`config.mk`:
```
export PLATFORM = sky130hd
export DESIGN_NAME = crystal_startup_delay_select
export DESIGN_NICKNAME = d
export VERILOG_FILES = /design/src/design/xtal_startup_pkg.sv /design/src/design/startup_cnt_if.sv /design/src/design/startup_counter.sv /design/src/design/crystal_startup_delay_select.sv
export SDC_FILE = /design/constraint.sdc
export NUM_CORES = 1
export LEC_CHECK = 0
export BUFFER_PORTS_ARGS = -buffer_cell sky130_fd_sc_hd__buf_2
export CAP_MARGIN = 20
export CELL_PAD_IN_SITES_DETAIL_PLACEMENT = 0
export CELL_PAD_IN_SITES_GLOBAL_PLACEMENT = 1
export CORE_MARGIN = 2
export CORE_UTILIZATION = 45
export DETAILED_ROUTE_END_ITERATION = 10
export PLACE_DENSITY = 0.74
export SYNTH_ARGS = -nofsm -noshare
export SYNTH_HDL_FRONTEND = slang
export SYNTH_SLANG_ARGS = --single-unit
```
`constraint.sdc`:
```
create_clock -name sysClk -period 1.85 [get_ports sysClk]
set_clock_uncertainty 0.2 [all_clocks]
set_input_delay 0.0925 -clock sysClk [delete_from_list [all_inputs] [get_ports sysClk]]
set_output_delay 0.0925 -clock sysClk [all_outputs]
set_load 0.03 [all_outputs]
```
`src/design/xtal_startup_pkg.sv`:
```
package xtal_startup_pkg;

	// ---------------------------------------------------------------
	// fuse codes, raw as read (1 = unprogrammed, 0 = programmed)
	// ---------------------------------------------------------------
	localparam logic [2:0] SRC_LP_BAND0  = 3'h4;   // 0.4-0.9 MHz, resonator only
	localparam logic [2:0] SRC_LP_BAND1  = 3'h5;   // 0.9-3.0 MHz
	localparam logic [2:0] SRC_LP_BAND2  = 3'h6;   // 3.0-8.0 MHz
	localparam logic [2:0] SRC_LP_BAND3  = 3'h7;   // 8.0-16.0 MHz
	localparam logic [2:0] SRC_FULLSWING = 3'h3;   // 0.4-20 MHz
	localparam logic       FUSE_PROGRAMMED = 1'h0;

	// ---------------------------------------------------------------
	// field positions inside the source-select fuse word
	// ---------------------------------------------------------------
	localparam int SRC_MODE_LSB = 1;
	localparam int SRC_IDX_BIT  = 0;

	// ---------------------------------------------------------------
	// counts
	// ---------------------------------------------------------------
	localparam int CNT_W = 15;
	localparam logic [CNT_W-1:0] WAKE_CYC_SHORT = 15'h0102;  // 258 oscillator cycles
	localparam logic [CNT_W-1:0] WAKE_CYC_MID   = 15'h0400;  // 1K
	localparam logic [CNT_W-1:0] WAKE_CYC_LONG  = 15'h4000;  // 16K
	localparam logic [CNT_W-1:0] WDT_CYC_NONE   = 15'h0000;  // no time-out
	localparam logic [CNT_W-1:0] WDT_CYC_SHORT  = 15'h0200;  // 512, about 4.1 ms
	localparam logic [CNT_W-1:0] WDT_CYC_LONG   = 15'h2000;  // 8K, about 65 ms
	localparam logic [CNT_W-1:0] FIXED_RST_CYC  = 15'h000e;  // 14 oscillator cycles
	localparam logic [2:0]       DIV8_LAST      = 3'h7;
	localparam logic [2:0]       DIV_RESET      = 3'h0;

	typedef enum logic [2:0] {
		ST_HOLD,
		ST_TIMEOUT,
		ST_FIXED,
		ST_RUN,
		ST_WAKE
	} startup_state_e;

endpackage

```
`src/design/startup_cnt_if.sv`:
```
`timescale 1ns/1ps
`default_nettype none

// ---------------------------------------------------------------
// link between sequencer and synchronous start-up counter
// ---------------------------------------------------------------
interface startup_cnt_if;
	logic                              load;
	logic                              tick;
	logic [xtal_startup_pkg::CNT_W-1:0] target;
	logic                              done;

	modport ctrl (output load, output tick, output target, input done);
	modport cnt  (input load, input tick, input target, output done);
endinterface

`default_nettype wire

```
`src/design/startup_counter.sv`:
```
`timescale 1ns/1ps
`default_nettype none

module startup_counter (
	// clock and reset
	input  wire logic sysClk,
	input  wire logic rstN,
	// control
	startup_cnt_if.cnt cnt
);
	import xtal_startup_pkg::*;

	logic [CNT_W-1:0] count_r;
	logic [CNT_W-1:0] count_nxt;

	// done is a compare so a zero target finishes at once
	assign cnt.done = (count_r == cnt.target);

	// ---------------------------------------------------------------
	// counting
	// ---------------------------------------------------------------
	// load wins over tick, and the counter parks on the target
	always_comb begin
		count_nxt = count_r;
		if (cnt.load) begin
			count_nxt = '0;
		end else if (cnt.tick && !cnt.done) begin
			count_nxt = CNT_W'(count_r + 1'b1);
		end
	end

	always_ff @(posedge sysClk or negedge rstN) begin
		if (!rstN) begin
			count_r <= '0;
		end else begin
			count_r <= count_nxt;
		end
	end

endmodule

`default_nettype wire

```
`src/design/crystal_startup_delay_select.sv`:
```
`timescale 1ns/1ps
`default_nettype none

// Summary of operation
// - Upper source-select bits 100..111 pick the low power crystal oscillator in four frequency bands.
// - Upper source-select bits 011 pick the full swing crystal oscillator for 0.4 to 20 MHz.
// - The start-up index is the lowest source-select bit followed by the two start-up fuse bits.
// - Index 000 and 001 wake after 258 cycles; reset delay is 14 cycles plus 4.1 ms or 65 ms.
// - Index 010, 011 and 100 wake after 1K cycles; reset delay is 14, 14 plus 4.1 ms, 14 plus 65 ms.
// - Index 101, 110 and 111 wake after 16K cycles; reset delay is 14, 14 plus 4.1 ms, 14 plus 65 ms.
// - The full swing oscillator uses the same index-to-delay mapping as the low power one.
// - A programmed divide-by-eight fuse divides the oscillator by eight for the system clock.
// - Waking from power-save or power-down applies only the start-up count, no time-out.
// - The reset time-out counts 0, 512 or 8K watchdog oscillator cycles as the fuses select.
// - Internal reset stays active while the time-out and fixed counts run and is released when they complete; wake counts leave it inactive.
// - A fuse bit read as one is unprogrammed and a fuse bit read as zero is programmed.

module crystal_startup_delay_select #(
	parameter logic [xtal_startup_pkg::CNT_W-1:0] WakeCycLong = xtal_startup_pkg::WAKE_CYC_LONG,
	parameter logic [xtal_startup_pkg::CNT_W-1:0] WdtCycLong  = xtal_startup_pkg::WDT_CYC_LONG
) (
	// clock and reset
	input  wire logic       sysClk,
	input  wire logic       arst_n,
	// fuses, raw as read
	input  wire logic [3:0] clockSourceSelectFuses,
	input  wire logic [1:0] startupTimeFuses,
	input  wire logic       divideByEightFuse,
	// events from the rest of the chip
	input  wire logic       resetSourceActive,
	input  wire logic       wdtTick,
	input  wire logic       wakeStart,
	// oscillator selection
	output logic            lowPowerSel,
	output logic            fullSwingSel,
	output logic [1:0]      freqBand,
	// start-up status
	output logic            internalReset,
	output logic            clockReady,
	output logic [2:0]      startupIndex,
	// system clock enable
	output logic            sysClkEnable
);
	import xtal_startup_pkg::*;

	// ---------------------------------------------------------------
	// reset release through two flops
	// ---------------------------------------------------------------
	logic rstMeta_r;
	logic rstN_r;

	always_ff @(posedge sysClk or negedge arst_n) begin
		if (!arst_n) begin
			rstMeta_r <= 1'b0;
			rstN_r    <= 1'b0;
		end else begin
			rstMeta_r <= 1'b1;
			rstN_r    <= rstMeta_r;
		end
	end

	// ---------------------------------------------------------------
	// fuse decode
	// ---------------------------------------------------------------
	logic [2:0]       srcMode;
	logic [2:0]       idx;
	logic [CNT_W-1:0] wakeCyc;
	logic [CNT_W-1:0] wdtCyc;
	logic             lpSel_nxt;
	logic             fsSel_nxt;
	logic [1:0]       band_nxt;

	assign srcMode = clockSourceSelectFuses[SRC_MODE_LSB +: 3];
	assign idx     = {clockSourceSelectFuses[SRC_IDX_BIT], startupTimeFuses};

	// codes are compared raw, so a bit read as one is unprogrammed
	always_comb begin
		lpSel_nxt = 1'b0;
		fsSel_nxt = 1'b0;
		band_nxt  = 2'h0;
		unique case (srcMode)
			SRC_LP_BAND0,
			SRC_LP_BAND1,
			SRC_LP_BAND2,
			SRC_LP_BAND3: begin
				lpSel_nxt = 1'b1;
				band_nxt  = srcMode[1:0];
			end
			SRC_FULLSWING: begin
				fsSel_nxt = 1'b1;
			end
			default: begin
				lpSel_nxt = 1'b0;
			end
		endcase
	end

	// one table serves both oscillators
	always_comb begin
		unique case (idx)
			3'h0: begin wakeCyc = WAKE_CYC_SHORT; wdtCyc = WDT_CYC_SHORT; end
			3'h1: begin wakeCyc = WAKE_CYC_SHORT; wdtCyc = WdtCycLong;    end
			3'h2: begin wakeCyc = WAKE_CYC_MID;   wdtCyc = WDT_CYC_NONE;  end
			3'h3: begin wakeCyc = WAKE_CYC_MID;   wdtCyc = WDT_CYC_SHORT; end
			3'h4: begin wakeCyc = WAKE_CYC_MID;   wdtCyc = WdtCycLong;    end
			3'h5: begin wakeCyc = WakeCycLong;    wdtCyc = WDT_CYC_NONE;  end
			3'h6: begin wakeCyc = WakeCycLong;    wdtCyc = WDT_CYC_SHORT; end
			3'h7: begin wakeCyc = WakeCycLong;    wdtCyc = WdtCycLong;    end
		endcase
	end

	// ---------------------------------------------------------------
	// start-up sequencer
	// ---------------------------------------------------------------
	startup_cnt_if cntBus ();

	startup_counter uCounter (
		.sysClk (sysClk),
		.rstN   (rstN_r),
		.cnt    (cntBus.cnt)
	);

	startup_state_e   state_r;
	startup_state_e   state_nxt;
	logic [CNT_W-1:0] target_r;
	logic [CNT_W-1:0] target_nxt;
	logic             load;
	logic             tick;

	assign cntBus.load   = load;
	assign cntBus.tick   = tick;
	assign cntBus.target = target_r;

	// the fuse table is sampled at load time, so changing fuses mid-count has no effect
	always_comb begin
		state_nxt  = state_r;
		target_nxt = target_r;
		load       = 1'b0;
		tick       = 1'b0;
		unique case (state_r)
			ST_HOLD: begin
				if (!resetSourceActive) begin
					load       = 1'b1;
					target_nxt = wdtCyc;
					state_nxt  = ST_TIMEOUT;
				end
			end
			ST_TIMEOUT: begin
				tick = wdtTick;
				if (cntBus.done) begin
					load       = 1'b1;
					target_nxt = FIXED_RST_CYC;
					state_nxt  = ST_FIXED;
				end
			end
			ST_FIXED: begin
				tick = 1'b1;
				if (cntBus.done) begin
					state_nxt = ST_RUN;
				end
			end
			ST_RUN: begin
				if (wakeStart) begin
					load       = 1'b1;
					target_nxt = wakeCyc;
					state_nxt  = ST_WAKE;
				end
			end
			ST_WAKE: begin
				tick = 1'b1;
				if (cntBus.done) begin
					state_nxt = ST_RUN;
				end
			end
		endcase
		// any other reset source restarts the whole sequence
		if (resetSourceActive) begin
			load      = 1'b0;
			state_nxt = ST_HOLD;
		end
	end

	always_ff @(posedge sysClk or negedge rstN_r) begin
		if (!rstN_r) begin
			state_r  <= ST_HOLD;
			target_r <= '0;
		end else begin
			state_r  <= state_nxt;
			target_r <= target_nxt;
		end
	end

	// ---------------------------------------------------------------
	// system clock prescaler
	// ---------------------------------------------------------------
	logic [2:0] div_r;
	logic [2:0] div_nxt;
	logic       div8On;

	assign div8On = (divideByEightFuse == FUSE_PROGRAMMED);

	// counts only when dividing and is held at zero otherwise; the enable is one pulse in eight when dividing
	always_comb begin
		div_nxt = div8On ? 3'(div_r + 1'b1) : DIV_RESET;
	end

	always_ff @(posedge sysClk or negedge rstN_r) begin
		if (!rstN_r) begin
			div_r <= DIV_RESET;
		end else begin
			div_r <= div_nxt;
		end
	end

	// ---------------------------------------------------------------
	// registered outputs
	// ---------------------------------------------------------------
	logic intRst_nxt;
	logic ready_nxt;
	logic clkEn_nxt;

	always_comb begin
		intRst_nxt = (state_nxt == ST_HOLD) || (state_nxt == ST_TIMEOUT) || (state_nxt == ST_FIXED);
		ready_nxt  = (state_nxt == ST_RUN);
		clkEn_nxt  = div8On ? (div_nxt == DIV8_LAST) : 1'b1;
	end

	always_ff @(posedge sysClk or negedge rstN_r) begin
		if (!rstN_r) begin
			lowPowerSel   <= 1'b0;
			fullSwingSel  <= 1'b0;
			freqBand      <= 2'h0;
			internalReset <= 1'b1;
			clockReady    <= 1'b0;
			startupIndex  <= 3'h0;
			sysClkEnable  <= 1'b0;
		end else begin
			lowPowerSel   <= lpSel_nxt;
			fullSwingSel  <= fsSel_nxt;
			freqBand      <= band_nxt;
			internalReset <= intRst_nxt;
			clockReady    <= ready_nxt;
			startupIndex  <= idx;
			sysClkEnable  <= clkEn_nxt;
		end
	end

endmodule

`default_nettype wire

```
==> results.json <==
{
  "status": "complete, but fails checks",
  "violations": "setup timing",
  "clockRootBuffer": "clkbuf_8",
  "r2r_slack_ns": -0.06,
  "antenna_cells": 0,
  "grt_pass1_vias": 1779,
  "rsz0062_at_grt": "yes",
  "switching_share_pct": 33.5,
  "portBuffers": 21,
  "ys_ff_latch": 40,
  "cp.required_ns": 1.83,
  "synthTopCellsByArea": "dfrtp_1 (48%), xnor2_1 (7.4%), nor2_1 (3.5%), nor3_1 (3.2%), ha_1 (3.1%)",
  "cts_sinks": 40,
  "post-route-cell-area_mm2": 0.00294,
  "firstDrtPassIters": 4,
  "clk_pin_slew_ns": 0.08,
  "num_rows": 24,
  "yosys.area_share.simple_pct": 22.9,
  "num_io_pins": 22,
  "start_util_pct": 46.6,
  "h-tree-depth": 2,
  "synthAdderAreaFrac_pct": 3.10,
  "cts_tree": "yes",
  "netlist_instances": 203,
  "crit_fanout": 8,
  "power.internal_mw": 2.18,
  "place_ws_ns": -0.0830,
  "maxCapViolCount": 0,
  "hp-start": "wakeStart",
  "clock_latency_ns": 0.29,
  "synth.avg_cell_area_um2": 9.94,
  "antenna_found_initial": 0,
  "final_nets": 290,
  "gp_congestion": 0.803,
  "core_area_mm2": 0.00432,
  "p_leak_nw": 1.42,
  "async_flop_share_pct": 100,
  "track_usage_pct": 21.0,
  "fin_crit_ns": 1.91,
  "dieHeight_um": 71.0,
  "detail_route.wirelength_mm": 4.77,
  "numCtsBuffers": 5,
  "power_frac_comb_pct": 43.6,
  "die-width_um": 71.0,
  "syn-num-nets": 220,
  "yosysTopAreaCell": "dfrtp_1",
  "seqPwrFrac_pct": 32.4,
  "ys_seq_area_share_pct": 49.7,
  "dieArea_mm2": 0.00503,
  "crit_path_start_kind": "flip-flop",
  "ys_types": 50,
  "synth_top_area_share_pct": 48.4,
  "drt-met1-wl_mm": 2.12,
  "hold_viol_final": 0,
  "timing.rr.end": "uCounter.count_r[13]$_DFFE_PN0P_",
  "synth_edf_count": 0,
  "vdd_drop_max_mv": 0.711,
  "avgRoutedWirePerCell_um": 14.6,
  "cp.arrival_ns": 1.89,
  "drt-vias-per-instance": 5.27,
  "hpwl_mm": 3.33,
  "rr_startpoint": "state_r[1]$_DFF_PN0_",
  "grt_overflow": 0,
  "yosys_warnings": 0,
  "synthXorXnorAreaFrac_pct": 7.82,
  "critPathKind": "reg -> reg",
  "synth_area_mm2": 0.00202,
  "grt_max_degree": 30,
  "ant_nets": 0,
  "drive_gt1_share_pct": 39.4,
  "synth_top_family_by_area": "simple AND/OR/NAND/NOR gates",
  "dpl_cell_area_mm2": 0.00248,
  "power_switching_mw": 1.10,
  "muxShareOfSynthArea_pct": 1.61,
  "drc_errors": 0,
  "top_layer": "met4",
  "fmax_mhz": 524,
  "vias": 1718,
  "setup_slack_ns": -0.0595,
  "drt-initial-drc-count": 60,
  "dr_wl_met3_um": 151,
  "min_to": "cntBus.target[10]$_DFFE_PN0P_",
  "synth-compound-area-share_pct": 10.3,
  "clkPwrFrac_pct": 23.9,
  "setup_violations": 14,
  "crit_start": "state_r[1]$_DFF_PN0_",
  "power_density_mw_per_mm2": 1110,
  "hold_class": "in -> reg",
  "clockBufferDepth": 2,
  "p_total_mw": 3.27,
  "grt_pass1_wl_mm": 8.19,
  "synth_flop_cell": "dfrtp_1",
  "area_growth_syn_to_layout_pct": 45.8,
  "report.final.slew_viol_count": 0,
  "ff2ff_path_depth": 6,
  "fin_crit_sh_pct": 103,
  "worstHoldPathCells": 3,
  "end_kind": "flip-flop",
  "met2_length_mm": 2.40
}
-- sequential cells by signal, summed over array words and instances, names as in the netlist --
signal,flops
uCounter.count_r,15
cntBus.target,7
div_r,3
startupIndex,3
state_r,3
freqBand,2
clockReady,1
fullSwingSel,1
internalReset,1
lowPowerSel,1
rstMeta_r,1
rstN_r,1
sysClkEnable,1
-- per-layer routing --
layer / global-route usage, % / vias up
met5: 0 / -
met4: 7.55 / 0
met3: 4.99 / 11
met2: 35.0 / 31
met1: 26.8 / 835
li1: - / 841
-- cell type report --
type                            instances  area, µm²
Timing Repair Buffer                   73        567
Inverter                                9       33.8
Clock buffer                            7       96.3
Tap cell                               52       65.1
Fill cell                             338       1380
Clock inverter                          1       30.0
Multi-Input combinational cell        144       1140
Sequential cell                        40       1000
-- worst max-delay path: stages, from the launching register on --
cell and delay [ns]:
dfrtp_1 0.40, or3b_4 0.41, a31o_4 0.31, buf_4 0.16, nor3_4 0.11, xnor2_1 0.15, nor2_2 0.05
-- how the worst max path moves through the flow --
stage / endpoint / slack (ns) / cells past startpoint
after floorplan: uCounter.count_r[8]$_DFFE_PN0P_ / -0.11 / 7
after detailed placement: uCounter.count_r[14]$_DFFE_PN0P_ / -0.08 / 5
after global placement: uCounter.count_r[14]$_DFFE_PN0P_ / -0.07 / 5
final: uCounter.count_r[13]$_DFFE_PN0P_ / -0.06 / 6
after global routing: cntBus.target[8]$_DFFE_PN0P_ / -0.14 / 6
after CTS: cntBus.target[9]$_DFFE_PN0P_ / -0.05 / 5
-- layout by cell type (no fill, tap or decap), types with 2 or more instances in the layout --
cell,n
a211oi_1,2
a21o_1,4
a21oi_1,2
and2_1,3
and3_1,2
buf_12,2
buf_2,21
buf_4,33
buf_6,3
clkbuf_8,7
dfrtp_1,38
dlygate4sd3_1,14
ha_1,4
inv_1,9
mux2_2,2
nand2_1,12
nand2b_1,3
nand3_1,6
nand4_1,5
nor2_1,17
nor2_2,6
nor2b_1,3
nor3_1,5
nor3_2,2
nor3_4,7
nor4_2,2
nor4_4,2
o211ai_1,2
o21ai_0,3
o21ai_1,3
o21ai_2,5
or3b_4,2
xnor2_1,16
-- power by group through the flow --
stage	sequential (mW)	clock, mW	combinational (mW)
2_1_floorplan	1.11	0	0.691
3_3_place_gp	1.08	0	1.07
3_5_place_dp	1.08	0	1.11
4_1_cts	1.06	0.796	1.25
5_1_grt	1.07	0.837	1.56
6_report	1.06	0.783	1.43
-- cells in the mapped netlist, types with 2 or more instances --
master	instances
a211oi_1	2
clkbuf_1	2
a21oi_1	2
o211ai_1	2
nand3_1	7
a21o_1	4
nor4_1	4
o21ai_0	11
buf_2	5
and2_1	3
nor2_1	19
nand2_1	12
nand2b_1	3
nor2b_1	3
mux2_2	2
ha_1	5
nor2_2	5
nand4_1	5
nor3_1	13
and3_1	2
xnor2_1	17
inv_1	9
dfrtp_1	39
-- stage by stage --
stage | setup TNS (ns) | std cells | hold WS, ns | utilization (%)
2_1_floorplan | -0.693 | 203 | -0.403 | -
3_3_place_gp | -0.222 | 297 | -0.324 | 57.5
3_5_place_dp | -0.548 | 297 | -0.321 | 57.5
4_1_cts | -0.484 | 322 | 0.00835 | 65.3
5_1_grt | -2.27 | 326 | 0.0159 | 68.0
6_report | -0.428 | 326 | 0.00407 | 68.0
-- timing repair --
action	4_1_cts	5_1_grt
pin swaps	6	11
hold buffers	14	0
gates resized for setup	14	22
buffers inserted	3	4
endpoints found under the setup margin	16	26
endpoints found under the hold margin	28	0
-- logic make-up (layout without fill, tap and decap cells) --
group / count (synthesis) / after routing
simple gates: 86 / 86
compound gates: 31 / 31
fa+ha+maj: 5 / 5
flops: 40 / 40
mux: 3 / 3
xor+xnor: 18 / 18
other cells: 1 / 1
buf+inv: 19 / 90
No activity file was read; power rests on OpenSTA's default activity.
